===== src/hdl/pmr_pkg.sv =====
/*
 Package for the power monitor result and threshold block: register codes,
 field positions, reset values, scaling constants and the carrier structs.
 Assumes nothing of its surroundings; imported by name only.
*/
package pmr_pkg;

    ////////////////////////////////////////////////////////////////////////
    // register codes on the management port
    localparam logic [7:0] ADDR_GAIN     = 8'h38;
    localparam logic [7:0] ADDR_BUS      = 8'h8B;
    localparam logic [7:0] ADDR_CUR      = 8'h8C;
    localparam logic [7:0] ADDR_TEMP     = 8'h8D;
    localparam logic [7:0] ADDR_POWER    = 8'h96;
    localparam logic [7:0] ADDR_SHUNT    = 8'hD6;
    localparam logic [7:0] ADDR_PEAK_CFG = 8'hD7;
    localparam logic [7:0] ADDR_CUR_MIN  = 8'hD8;
    localparam logic [7:0] ADDR_CUR_MAX  = 8'hD9;
    localparam logic [7:0] ADDR_LIMIT    = 8'hDA;
    localparam logic [7:0] ADDR_AUX      = 8'hE1;

    ////////////////////////////////////////////////////////////////////////
    // field positions and reset values
    localparam int PEAK_EN_BIT  = 0;
    localparam int LIM_SEL_BIT  = 9;
    localparam int LIM_RNG_MSB  = 8;
    localparam int LIM_RNG_LSB  = 6;
    localparam int LIM_CODE_MSB = 5;
    localparam int LIM_MSB      = 9;
    localparam int GAIN_MSB     = 14;

    localparam logic        PEAK_CFG_RST = 1'b0;
    localparam logic [9:0]  LIMIT_RST    = 10'h03F;
    localparam logic [14:0] GAIN_RST     = 15'h0000;
    localparam logic [15:0] RESULT_RST   = 16'h0000;

    ////////////////////////////////////////////////////////////////////////
    // arithmetic scaling
    localparam int MATH_SHIFT  = 11;
    localparam int POWER_SHIFT = 32;
    // 2^32 / 40000 rounded: replaces a divide by 40000 with a multiply
    localparam logic signed [18:0] POWER_RECIP = 19'sh1A36E;

    // threshold full scale in bus counts; both variants land on the same counts
    localparam logic [15:0] FS_R0 = 16'hBB80;
    localparam logic [15:0] FS_R1 = 16'h5DC0;
    localparam logic [15:0] FS_R2 = 16'h2EE0;
    localparam logic [15:0] FS_R3 = 16'h1388;
    localparam logic [15:0] FS_R4 = 16'h0CE4;
    localparam logic [15:0] FS_R5 = 16'h09C4;
    localparam logic [6:0]  LIM_BASE_STEPS = 7'h10;
    localparam int          LIM_STEP_SHIFT = 6;

    // temperature threshold in temperature counts: base and eight-fold step
    localparam logic signed [15:0] OT_BASE       = 16'shDCD8;
    localparam logic [11:0]        OT_STEP_X8    = 12'hB27;
    localparam int                 OT_STEP_SHIFT = 3;

    ////////////////////////////////////////////////////////////////////////
    typedef struct packed {
        logic        wr;
        logic        rd;
        logic [7:0]  addr;
        logic [15:0] wdata;
    } pmr_req_t;

    typedef struct packed {
        logic        shunt_vld;
        logic [15:0] shunt;
        logic        bus_vld;
        logic [15:0] bus;
        logic        aux_vld;
        logic [15:0] aux;
        logic        temp_vld;
        logic [15:0] temp;
    } pmr_meas_t;

    typedef enum logic [1:0] {
        PMR_PK_OFF   = 2'b00,
        PMR_PK_ARMED = 2'b01,
        PMR_PK_TRACK = 2'b11
    } pmr_pk_state_t;

endpackage : pmr_pkg


===== src/hdl/pmr_peak_track.sv =====
/*
 Minimum and maximum tracker for the current result.
 Assumes a one-cycle sample strobe in the clock domain of the parent.
*/
`timescale 1ns/1ps
`default_nettype none
module pmr_peak_track (
    input  wire logic               clock,      // system clock
    input  wire logic               rstn,       // async reset, low
    input  wire logic               enable,     // tracking enable level
    input  wire logic               sample_vld, // new current result
    input  wire logic signed [15:0] sample,     // current result
    output logic signed [15:0]      min_r,      // smallest seen
    output logic signed [15:0]      max_r       // largest seen
);
    pmr_pkg::pmr_pk_state_t state_r;
    pmr_pkg::pmr_pk_state_t state_nxt;
    // a sample in the very cycle the enable arrives is taken, not lost
    wire logic take_first = (state_r != pmr_pkg::PMR_PK_TRACK) && sample_vld;
    wire logic take_next  = (state_r == pmr_pkg::PMR_PK_TRACK) && sample_vld;

    always_comb
    begin
        state_nxt = state_r;
        unique case (state_r)
            pmr_pkg::PMR_PK_OFF:   if (enable && sample_vld) state_nxt = pmr_pkg::PMR_PK_TRACK;
                                   else if (enable) state_nxt = pmr_pkg::PMR_PK_ARMED;
            pmr_pkg::PMR_PK_ARMED: if (!enable) state_nxt = pmr_pkg::PMR_PK_OFF;
                                   else if (sample_vld) state_nxt = pmr_pkg::PMR_PK_TRACK;
            pmr_pkg::PMR_PK_TRACK: if (!enable) state_nxt = pmr_pkg::PMR_PK_OFF;
            default:               state_nxt = pmr_pkg::PMR_PK_OFF;
        endcase
    end

    always_ff @(posedge clock or negedge rstn)
    begin
        if (!rstn)
        begin
            state_r <= pmr_pkg::PMR_PK_OFF;
            min_r   <= pmr_pkg::RESULT_RST;
            max_r   <= pmr_pkg::RESULT_RST;
        end
        else
        begin
            state_r <= state_nxt;
            if (!enable)
            begin
                min_r <= pmr_pkg::RESULT_RST;
                max_r <= pmr_pkg::RESULT_RST;
            end
            else if (take_first)
            begin
                min_r <= sample;
                max_r <= sample;
            end
            else if (take_next)
            begin
                if (sample < min_r) min_r <= sample;
                if (sample > max_r) max_r <= sample;
            end
        end
    end
endmodule : pmr_peak_track
`default_nettype wire


===== src/hdl/pmr_limit_cmp.sv =====
/*
 Real-time limit comparators: over-voltage or over-temperature through one
 multiplexed comparator, plus under-voltage and over-current.
 Assumes results and limits come from flip-flops in the parent.
*/
`timescale 1ns/1ps
`default_nettype none
module pmr_limit_cmp (
    input  wire logic               clock,      // system clock
    input  wire logic               rstn,       // async reset, low
    input  wire logic               src_sel,    // 1 compares temperature
    input  wire logic [2:0]         range_code, // full-scale range code
    input  wire logic [5:0]         limit_code, // upper limit code
    input  wire logic               is_60v,     // supply variant
    input  wire logic [15:0]        bus,        // bus voltage result
    input  wire logic signed [15:0] temp,       // temperature result
    input  wire logic signed [15:0] shunt,      // shunt voltage result
    input  wire logic [15:0]        uv_limit,   // under-voltage level, bus counts
    input  wire logic signed [15:0] oc_limit,   // over-current level, shunt counts
    output logic                    over_r,     // over-voltage/temperature
    output logic                    under_r,    // under-voltage
    output logic                    overcur_r   // over-current
);
    // codes 4 and 5 exist on the 60V variant only; elsewhere the over-voltage compare stays quiet
    wire logic        rng_ok = (range_code <= 3'h3) || (is_60v && range_code <= 3'h5);
    wire logic [15:0] fs = (range_code == 3'h0) ? pmr_pkg::FS_R0 :
                           (range_code == 3'h1) ? pmr_pkg::FS_R1 :
                           (range_code == 3'h2) ? pmr_pkg::FS_R2 :
                           (range_code == 3'h3) ? pmr_pkg::FS_R3 :
                           (range_code == 3'h4) ? pmr_pkg::FS_R4 : pmr_pkg::FS_R5;
    wire logic [22:0] v_prod = fs * (pmr_pkg::LIM_BASE_STEPS + {1'b0, limit_code});
    wire logic [15:0] v_thr  = v_prod[pmr_pkg::LIM_STEP_SHIFT +: 16];
    wire logic [17:0] t_prod = pmr_pkg::OT_STEP_X8 * limit_code;
    wire logic signed [15:0] t_thr = pmr_pkg::OT_BASE + $signed({1'b0, t_prod[17:pmr_pkg::OT_STEP_SHIFT]});
    wire logic over_nxt = src_sel ? (temp > t_thr) : (rng_ok && bus > v_thr);

    always_ff @(posedge clock or negedge rstn)
    begin
        if (!rstn)
        begin
            over_r    <= 1'b0;
            under_r   <= 1'b0;
            overcur_r <= 1'b0;
        end
        else
        begin
            over_r    <= over_nxt;
            under_r   <= bus < uv_limit;
            overcur_r <= shunt > oc_limit;
        end
    end
endmodule : pmr_limit_cmp
`default_nettype wire


===== src/hdl/pmr_monitor.sv =====
/*
 Result registers and threshold configuration of the power monitor core.
 Holds shunt, bus, auxiliary and temperature results, computes current and
 power, tracks current extremes and drives the limit comparators.
 Assumes the converter hands over results as one-cycle strobes and that the
 serial management front end presents register requests as single pulses.
*/
`timescale 1ns/1ps
`default_nettype none
module pmr_monitor #(
    parameter logic IS_60V = 1'b1 // supply variant, enables range codes 4 and 5
) (
    input  wire logic                clock,       // 200 MHz system clock
    input  wire logic                rstn,        // async reset, low
    input  wire pmr_pkg::pmr_req_t   req,         // register request pulse
    output logic [15:0]              rdata_r,     // read data
    output logic                     ack_r,       // request answered
    output logic                     miss_r,      // request hit no register
    input  wire pmr_pkg::pmr_meas_t  meas,        // converter results
    input  wire logic [15:0]         uv_limit,    // under-voltage level
    input  wire logic signed [15:0]  oc_limit,    // over-current level
    output logic                     over_flag,   // over-voltage/temperature
    output logic                     under_flag,  // under-voltage
    output logic                     overcur_flag // over-current
);

    ////////////////////////////////////////////////////////////////////////
    // helpers

    function automatic logic signed [15:0] sat16(input logic signed [50:0] v);
        if (v > 51'sh7FFF)
            sat16 = 16'sh7FFF;
        else if (v < -51'sh8000)
            sat16 = 16'sh8000;
        else
            sat16 = v[15:0];
    endfunction : sat16

    ////////////////////////////////////////////////////////////////////////
    // state

    logic signed [15:0] shunt_r;
    logic [15:0]        bus_r;
    logic [15:0]        aux_r;
    logic signed [15:0] temp_r;
    logic signed [15:0] current_r;
    logic signed [15:0] power_r;
    logic               cur_vld_r;
    logic               peak_en_r;
    logic [9:0]         limit_r;
    logic [14:0]        gain_r;
    logic               gain_set_r;
    logic signed [15:0] cur_min;
    logic signed [15:0] cur_max;

    ////////////////////////////////////////////////////////////////////////
    // write decode; result addresses have no write strobe at all

    wire logic wr_peak  = req.wr && req.addr == pmr_pkg::ADDR_PEAK_CFG;
    wire logic wr_limit = req.wr && req.addr == pmr_pkg::ADDR_LIMIT;
    wire logic wr_gain  = req.wr && req.addr == pmr_pkg::ADDR_GAIN;
    wire logic ro_hit   = req.addr == pmr_pkg::ADDR_BUS || req.addr == pmr_pkg::ADDR_CUR ||
                          req.addr == pmr_pkg::ADDR_TEMP || req.addr == pmr_pkg::ADDR_POWER ||
                          req.addr == pmr_pkg::ADDR_SHUNT || req.addr == pmr_pkg::ADDR_CUR_MIN ||
                          req.addr == pmr_pkg::ADDR_CUR_MAX || req.addr == pmr_pkg::ADDR_AUX;
    wire logic rw_hit   = req.addr == pmr_pkg::ADDR_PEAK_CFG || req.addr == pmr_pkg::ADDR_LIMIT ||
                          req.addr == pmr_pkg::ADDR_GAIN;
    wire logic any_hit  = ro_hit || rw_hit;

    ////////////////////////////////////////////////////////////////////////
    // read selection; unused upper bits read as zero

    wire logic [15:0] rd_mux =
        (req.addr == pmr_pkg::ADDR_BUS)      ? bus_r :
        (req.addr == pmr_pkg::ADDR_CUR)      ? current_r :
        (req.addr == pmr_pkg::ADDR_TEMP)     ? temp_r :
        (req.addr == pmr_pkg::ADDR_POWER)    ? power_r :
        (req.addr == pmr_pkg::ADDR_SHUNT)    ? shunt_r :
        (req.addr == pmr_pkg::ADDR_PEAK_CFG) ? {15'h0000, peak_en_r} :
        (req.addr == pmr_pkg::ADDR_CUR_MIN)  ? cur_min :
        (req.addr == pmr_pkg::ADDR_CUR_MAX)  ? cur_max :
        (req.addr == pmr_pkg::ADDR_LIMIT)    ? {6'h00, limit_r} :
        (req.addr == pmr_pkg::ADDR_AUX)      ? aux_r :
        (req.addr == pmr_pkg::ADDR_GAIN)     ? {1'b0, gain_r} : 16'h0000;

    ////////////////////////////////////////////////////////////////////////
    // arithmetic: current from shunt and gain, power from current and bus

    wire logic signed [15:0] shunt_in_s = meas.shunt;
    wire logic signed [31:0] cur_prod  = shunt_in_s * $signed({1'b0, gain_r});
    wire logic signed [32:0] pw_prod   = current_r * $signed({1'b0, bus_r});
    wire logic signed [51:0] pw_scaled = pw_prod * pmr_pkg::POWER_RECIP;
    wire logic signed [50:0] cur_wide  = 51'(cur_prod >>> pmr_pkg::MATH_SHIFT);
    wire logic signed [50:0] pw_wide   = 51'(pw_scaled >>> pmr_pkg::POWER_SHIFT);
    // current exists only once a non-zero gain has been written
    wire logic cur_take = meas.shunt_vld && gain_set_r;

    ////////////////////////////////////////////////////////////////////////
    // host port

    always_ff @(posedge clock or negedge rstn)
    begin
        if (!rstn)
        begin
            rdata_r <= 16'h0000;
            ack_r   <= 1'b0;
            miss_r  <= 1'b0;
        end
        else
        begin
            ack_r  <= req.wr || req.rd;
            miss_r <= (req.wr || req.rd) && !any_hit;
            if (req.rd)
                rdata_r <= rd_mux;
        end
    end

    ////////////////////////////////////////////////////////////////////////
    // configuration registers

    always_ff @(posedge clock or negedge rstn)
    begin
        if (!rstn)
        begin
            peak_en_r  <= pmr_pkg::PEAK_CFG_RST;
            limit_r    <= pmr_pkg::LIMIT_RST;
            gain_r     <= pmr_pkg::GAIN_RST;
            gain_set_r <= 1'b0;
        end
        else
        begin
            if (wr_peak)
                peak_en_r <= req.wdata[pmr_pkg::PEAK_EN_BIT];
            if (wr_limit)
                limit_r <= req.wdata[pmr_pkg::LIM_MSB:0];
            if (wr_gain)
            begin
                gain_r     <= req.wdata[pmr_pkg::GAIN_MSB:0];
                gain_set_r <= req.wdata[pmr_pkg::GAIN_MSB:0] != 15'h0000;
            end
        end
    end

    ////////////////////////////////////////////////////////////////////////
    // result registers; loaded from the converter only, never from the host

    always_ff @(posedge clock or negedge rstn)
    begin
        if (!rstn)
        begin
            shunt_r   <= pmr_pkg::RESULT_RST;
            bus_r     <= pmr_pkg::RESULT_RST;
            aux_r     <= pmr_pkg::RESULT_RST;
            temp_r    <= pmr_pkg::RESULT_RST;
            current_r <= pmr_pkg::RESULT_RST;
            power_r   <= pmr_pkg::RESULT_RST;
            cur_vld_r <= 1'b0;
        end
        else
        begin
            if (meas.shunt_vld)
                shunt_r <= meas.shunt;
            if (meas.bus_vld)
                bus_r <= meas.bus;
            if (meas.aux_vld)
                aux_r <= meas.aux;
            if (meas.temp_vld)
                temp_r <= meas.temp;
            if (cur_take)
                current_r <= sat16(cur_wide);
            cur_vld_r <= cur_take;
            // power trails current by one cycle so both products stay shallow
            if (cur_vld_r)
                power_r <= sat16(pw_wide);
        end
    end

    ////////////////////////////////////////////////////////////////////////
    // extremes of the current; no mode input, so triggered and continuous
    // conversions are handled alike

    pmr_peak_track u_peak (
        .clock      (clock),
        .rstn       (rstn),
        .enable     (peak_en_r),
        .sample_vld (cur_vld_r),
        .sample     (current_r),
        .min_r      (cur_min),
        .max_r      (cur_max)
    );

    ////////////////////////////////////////////////////////////////////////
    // limit comparators

    pmr_limit_cmp u_cmp (
        .clock      (clock),
        .rstn       (rstn),
        .src_sel    (limit_r[pmr_pkg::LIM_SEL_BIT]),
        .range_code (limit_r[pmr_pkg::LIM_RNG_MSB:pmr_pkg::LIM_RNG_LSB]),
        .limit_code (limit_r[pmr_pkg::LIM_CODE_MSB:0]),
        .is_60v     (IS_60V),
        .bus        (bus_r),
        .temp       (temp_r),
        .shunt      (shunt_r),
        .uv_limit   (uv_limit),
        .oc_limit   (oc_limit),
        .over_r     (over_flag),
        .under_r    (under_flag),
        .overcur_r  (overcur_flag)
    );
endmodule : pmr_monitor
`default_nettype wire


===== config.mk =====
export PLATFORM = sky130hd
export DESIGN_NAME = pmr_monitor
export DESIGN_NICKNAME = d
export VERILOG_FILES = /design/src/hdl/pmr_pkg.sv /design/src/hdl/pmr_peak_track.sv /design/src/hdl/pmr_limit_cmp.sv /design/src/hdl/pmr_monitor.sv
export SDC_FILE = /design/constraint.sdc
export NUM_CORES = 2
export LEC_CHECK = 0
export BUFFER_PORTS_ARGS = -buffer_cell sky130_fd_sc_hd__buf_2
export CAP_MARGIN = 20
export CORE_UTILIZATION = 50
export DETAILED_ROUTE_END_ITERATION = 8
export GPL_TIMING_DRIVEN = 0
export PLACE_DENSITY = 0.69
export SLEW_MARGIN = 20
export SYNTH_ARGS = -nofsm -noshare
export SYNTH_HDL_FRONTEND = slang
export SYNTH_SLANG_ARGS = --single-unit

===== constraint.sdc =====
create_clock -name clock -period 13.1 [get_ports clock]
set_clock_uncertainty 0.2 [all_clocks]
set_input_delay 2.62 -clock clock [delete_from_list [all_inputs] [get_ports clock]]
set_output_delay 2.62 -clock clock [all_outputs]
set_load 0.01 [all_outputs]

After elaboration in Yosys (flattened, before gate mapping)
Cells that the tools add are included.
{ "classes": {"magnitude_cmp": 12, "eq_ne": 24, "n_mux": 35, "multipliers": 5, "add_sub_neg": 2, "n_reduce_logical": 28} }
{ "op_table": {"columns": ["operator", "n"], "rows": [
  ["$mux 16", 26],
  ["$eq 8x8->1 const B", 10],
  ["$gt 16x16->1", 4],
  ["$mul 33x17->50 const B", 1],
  ["$mul 16x17->33", 1],
  ["$lt 16x16->1", 2],
  ["$mul 16x16->32", 1],
  ["$mul 16x23->22", 1],
  ["$gt 21x16->1 const B", 1],
  ["$lt 21x16->1 const B", 1],
  ["$gt 19x16->1 const B", 1],
  ["$lt 19x16->1 const B", 1],
  ["$mul 12x6->18 const A", 1],
  ["$add 15x16->16 const A", 1],
  ["$mux 15", 1],
  ["$reduce_bool 15->1", 1],
  ["$logic_or 1x1->1", 12],
  ["$mux 11", 1],
  ["$mux 2", 5],
  ["$logic_and 1x1->1", 9],
  ["$ne 3x1->1 const B", 3],
  ["$eq 8x6->1 const B", 1],
  ["$add 5x6->7 const A", 1],
  ["$eq 3x2->1 const B", 2],
  ["other kinds (16)", 18]
]} }
{ "word_totals": {"in_bits": 128, "wordCells": 126, "out_inout_bits": 21, "reg_bits": 179} }

Logic depth before layout (Yosys ltp)
{ "depth": {"depth_word": 12, "ltp_mapped": 51, "ltp_nobuf": 45} }

Cells and area by module
A second synthesis with hierarchy kept.
{ "unflattened": {"cells_unflattened": 4517, "hier_area_um2": 42510.8} }
{ "by_module_without_submodules": {"columns": ["mod", "cells_per_inst", "area_per_inst_um2", "n_inst", "seq_area_each_um2"], "rows": [
  ["pmr_monitor", 3602, 34539.4, 1, 3560.9],
  ["pmr_limit_cmp", 711, 5750.5, 1, 75.1],
  ["pmr_peak_track", 204, 2220.9, 1, 850.8]
]} }

Least setup slack after synthesis
OpenSTA, ideal clock, no wires.
{ "synth_path": {"kind": "reg-to-reg", "start": "reg current_r[8]", "end": "reg power_r[14]", "arrival_time_ns": 11.611, "path_stages_with_launch": 43, "synth_period_minus_slack_ns": 11.876, "n_path_buf": 2, "slack_ns": 1.224, "required_time_ns": 12.835, "setup_time_ns": 0.065, "cell_sequence": "dfrtp_1 > clkbuf_1 > clkbuf_1 > nand2_1 > fa_1 > inv_1 > fa_1 > inv_1 > fa_1 > inv_1 > fa_1 > fa_1 > inv_1 > fa_1 > inv_1 > ha_1 > and4_4 > nor2b_1 > (+7 left out) > fa_1 > ha_1 > fa_1 > fa_1 > inv_1 > fa_1 > inv_1 > ha_1 > and3_1 > a221o_1 > a221o_1 > a31oi_2 > o21ai_2 > a211oi_2 > xor2_1 > o31a_2 > a2111oi_0 > o22a_1"} }
{ "synth_between": {"elab_chain_cells": 5, "elab_cells_between_ends": 6, "cone_classes": "mul: 2; order compare: 2; mux: 2"} }
{ "synth_lines": {"columns": ["item", "line", "source"], "rows": [
  ["start: declaration", "pmr_monitor.sv:46", "logic signed [15:0] current_r;"],
  ["start signal: assignment", "pmr_monitor.sv:155", "current_r <= pmr_pkg::RESULT_RST;"],
  ["start signal: assignment", "pmr_monitor.sv:170", "current_r <= sat16(cur_wide);"],
  ["$mul 16x17->33 *", "pmr_monitor.sv:91", "wire logic signed [32:0] pw_prod = current_r * $signed({1'b0, bus_r});"],
  ["$mul 33x17->50 *", "pmr_monitor.sv:92", "wire logic signed [51:0] pw_scaled = pw_prod * pmr_pkg::POWER_RECIP;"],
  ["$lt 19x16->1", "pmr_monitor.sv:33", "else if (v < -51'sh8000)"],
  ["$mux 16", "pmr_monitor.sv:33", null],
  ["$mux 16 *", "pmr_monitor.sv:31", "if (v > 51'sh7FFF)"],
  ["end signal: assignment", "pmr_monitor.sv:156", "power_r <= pmr_pkg::RESULT_RST;"],
  ["end signal: assignment", "pmr_monitor.sv:174", "power_r <= sat16(pw_wide);"],
  ["end: declaration", "pmr_monitor.sv:47", "logic signed [15:0] power_r;"]
]} }
Every way passes the cells marked *; elsewhere a longest branch is shown, timed or not.
A chain may end at the register's enable or synchronous reset.

Final worst setup path
{ "layout_path": {"start": "reg current_r[7]", "end": "reg power_r[14]"} }
The elaborated chain is that of the path after synthesis.

==> run summary <==
Min Clock Period, post-route -> 12.69 ns
number of hold-slack violations in the final timing report -> 0
count of nets left with antenna violations after detail routing -> 0
CTS tree -> built
worst reg-to-reg path cell count -> 41
number of flops mapped to enable cells by yosys -> 0
nets@finish -> 6143
max_slew headroom -> 29.29%
max_cap viols -> 0
drt total wl -> 115.1 mm
hold-critical path depth -> 1
average detailed-routed wire length per instance -> 19.65 um
Slew @ Worst Pin -> 1.056 ns
number of rows in the core area -> 106
synthesized net count -> 5952
CTS Buf Count -> 17
Max Clock Freq -> 78.78 MHz
sequential cell area fraction in the yosys report -> 10.59%
H-Tree Level Count -> 4
Syn. warnings -> 0
part of the cycle the worst path needs -> 96.90%
count of placed standard cells in the final layout, fillers left out -> 5856
Critical Path End Type -> flip-flop
setup repair after global routing missed its margin -> false
number of setup violations in the final report -> 0
diode insertion count for antenna repair -> 0
antenna violations before repair -> 2
crit path setup slack, layout -> 0.4058 ns
first-pass GRT wire length -> 183.6 mm
outcome -> finished, final reports clean
clock slew at the register clock pins of the worst setup and hold paths -> 0.08 ns
post-place setup slack -> -1.415 ns
worst hold path type -> flip-flop to flip-flop
post-synthesis cell area -> 42390 um2
number of ports placed on the die boundary -> 149
dominant synthesized flop cell -> sky130_fd_sc_hd__dfrtp_1
clk root buf -> sky130_fd_sc_hd__clkbuf_16
violation count after the first detailed-route iteration -> 2192
Post-Syn Area per Cell -> 9.382 um2
number of buffers added on ports -> 140
die area -> 85940 um2
Crit path largest cell delay -> 0.60 ns
share of flip-flops with an asynchronous set or reset -> 100.0%
most common cell type on the critical path -> sky130_fd_sc_hd__fa_1
clock latency on the worst-skew pair -> 0.45 ns
relative area change from synthesis to final layout -> 8.345%
instance count after placement with tap cells included -> 5795
pin count of the biggest net entering global routing -> 98
vias -> 32117
DRC -> 0
Initial DRT Pass Iterations -> 6
Crit Path Class -> flip-flop to flip-flop
global-route total usage across every layer -> 27.40%
maximum fanout along the worst path -> 10
number of global-route vias before repair -> 33549
final sum of negative setup slack -> 0 ns
Mapped Cells -> 4518
Worst Setup Start Kind -> flip-flop
Pins Over Slew Limit -> 0
Slowest-stage cell, CP -> sky130_fd_sc_hd__fa_1
Horiz. Die Dim -> 293.2 um
proportion of layout cells with a drive suffix above 1 -> 9.848%
WP data required -> 13.28 ns
global route total overflow -> 0
total of flip-flops plus latches after synthesis -> 179
Std-Cell Core Area -> 83820 um2
worst hold-check slack -> 0.2986 ns
maximum buffer depth of the clock tree -> 2
dpl hpwl -> 96.65 mm
routability-driven placement congestion ratio -> 0.9734
number of fill cells in the layout -> 7610
number of sinks handled by clock tree synthesis -> 179
Arrival @ worst endpoint -> 12.87 ns
library cells used by synthesis -> 96
die height -> 293.2 um
effective utilization at floorplan -> 50.57%
Via density -> 5.484
stage by stage:
stage	util (%)	instance area (um2)
finish	54.79	45920
global route	54.79	45920
CTS	54.20	45430
detailed placement	53.25	44630
global placement	53.10	44510
floorplan	-	42390
sequential cells by signal, indices dropped and copies added, names as in the netlist, 2 cells and up:
name	count
shunt_r	16
u_peak.min_r	16
power_r	16
aux_r	16
current_r	16
temp_r	16
bus_r	16
u_peak.state_r	2
gain_r	15
u_peak.max_r	16
rdata_r	16
limit_r	10
kinds of logic after synthesis:
logic type / count (synthesis) / synth area share [%]
adders and majority gates: 1306 / 51.62
buffers and inverters: 1233 / 10.98
and+or+nand+nor: 1003 / 11.79
AOI/OAI and AO/OA: 541 / 9.116
DFF: 179 / 10.59
xor gates and xnor gates: 145 / 3.014
muxes: 111 / 2.893
routing by layer:
layer	part of all wire (%)	GRT usage, %	wire [um]
met5	0.011	0	13
met4	4.0	9.935	4652
met3	6.4	3.177	7350
met2	48	45.97	55190
met1	42	36.54	47890
critical path, delay by kind of cell, from the launching register on:
family                   cells  cell delay [ns]
adder cells (fa/ha/maj)     14             6.49
AO/OA/AOI/OAI               13             3.23
buffers and inverters        8             1.04
AND/OR/NAND/NOR              4             0.85
flip-flops                   1             0.43
XOR/XNOR                     2             0.38
path summary, 6_finish.rpt:
| path | startpoint | end | slack [ns] |
|---|---|---|---|
| min in group asynchronous | rstn | u_cmp.over_r$_DFF_PN0_ | 1.94 |
| worst max register to register | current_r[7]$_DFFE_PN0P_ | power_r[14]$_DFFE_PN0P_ | 0.41 |
| worst max-delay path | current_r[7]$_DFFE_PN0P_ | power_r[14]$_DFFE_PN0P_ | 0.41 |
| worst min-delay path | gain_set_r$_DFFE_PN0P_ | gain_set_r$_DFFE_PN0P_ | 0.30 |
| worst min register to register | gain_set_r$_DFFE_PN0P_ | gain_set_r$_DFFE_PN0P_ | 0.30 |
| max in group asynchronous | rstn | current_r[15]$_DFFE_PN0P_ | 9.74 |
cells in the mapped netlist (42+ instances only):
master                     instances  area (um2)
sky130_fd_sc_hd__nor2_1          113       424.2
sky130_fd_sc_hd__fa_1            738       14770
sky130_fd_sc_hd__mux2_2           92        1036
sky130_fd_sc_hd__a21o_1           67       503.0
sky130_fd_sc_hd__xor2_1           55       481.7
sky130_fd_sc_hd__o21ai_0          68       340.3
sky130_fd_sc_hd__ha_1            568        7107
sky130_fd_sc_hd__nand2_1         395        1483
sky130_fd_sc_hd__o21a_1           42       315.3
sky130_fd_sc_hd__a21oi_1         127       635.6
sky130_fd_sc_hd__xnor2_1          89       779.5
sky130_fd_sc_hd__dfrtp_1         173        4329
sky130_fd_sc_hd__and2_1          242        1514
sky130_fd_sc_hd__clkbuf_1        131       491.7
sky130_fd_sc_hd__inv_1          1077        4043
sky130_fd_sc_hd__nand3_1          45       225.2
cell type report:
class | count | area (um2) | area share [%]
multi-input combinational | 3106 | 33640 | 73.26
sequential | 179 | 4517 | 9.836
inverter | 1082 | 4065 | 8.852
tap | 1134 | 1419 | 3.090
timing repair buffer | 173 | 988.4 | 2.152
buffer | 150 | 715.7 | 1.558
clock buffer | 17 | 425.4 | 0.9264
clock inverter | 15 | 148.9 | 0.3242
cell usage in the layout, fill, tap and decap left out, types with 17 or more instances in the layout:
cell type                   synthesis  routed
sky130_fd_sc_hd__nor2b_1           40      40
sky130_fd_sc_hd__a31oi_1           21      20
sky130_fd_sc_hd__a221oi_1          25      24
sky130_fd_sc_hd__fa_1             738     738
sky130_fd_sc_hd__clkbuf_1         131      87
sky130_fd_sc_hd__buf_4              3      36
sky130_fd_sc_hd__clkbuf_16          0      17
sky130_fd_sc_hd__dfrtp_1          173     157
sky130_fd_sc_hd__and2_1           242     241
sky130_fd_sc_hd__xnor2_1           89      72
sky130_fd_sc_hd__mux2_2            92      92
sky130_fd_sc_hd__nand2_1          395     395
sky130_fd_sc_hd__nand3_1           45      45
sky130_fd_sc_hd__a21o_1            67      67
sky130_fd_sc_hd__mux2i_1           19      19
sky130_fd_sc_hd__xor2_1            55      47
sky130_fd_sc_hd__inv_1           1077    1076
sky130_fd_sc_hd__a21oi_1          127     122
sky130_fd_sc_hd__ha_1             568     564
sky130_fd_sc_hd__o21ai_0           68      66
sky130_fd_sc_hd__nand4_1           25      25
sky130_fd_sc_hd__and3_1            17      17
sky130_fd_sc_hd__o21a_1            42      42
sky130_fd_sc_hd__clkbuf_2           0      21
sky130_fd_sc_hd__nand2b_1          36      36
sky130_fd_sc_hd__buf_2              6     148
sky130_fd_sc_hd__nor3_1            31      30
sky130_fd_sc_hd__a221o_1           24      24
sky130_fd_sc_hd__nor2_1           113     112
what timing repair did:
item                       CTS  global route
gates cloned                 0             0
gates resized for setup     73           102
hold buffers                 0             0
buffers inserted             3            27
pin swaps                    2            11
setup endpoints to repair   16            16
Power is left out: the tool's default activity adds up to more than one toggle a clock period on the data nets, which glitch-free logic cannot reach.
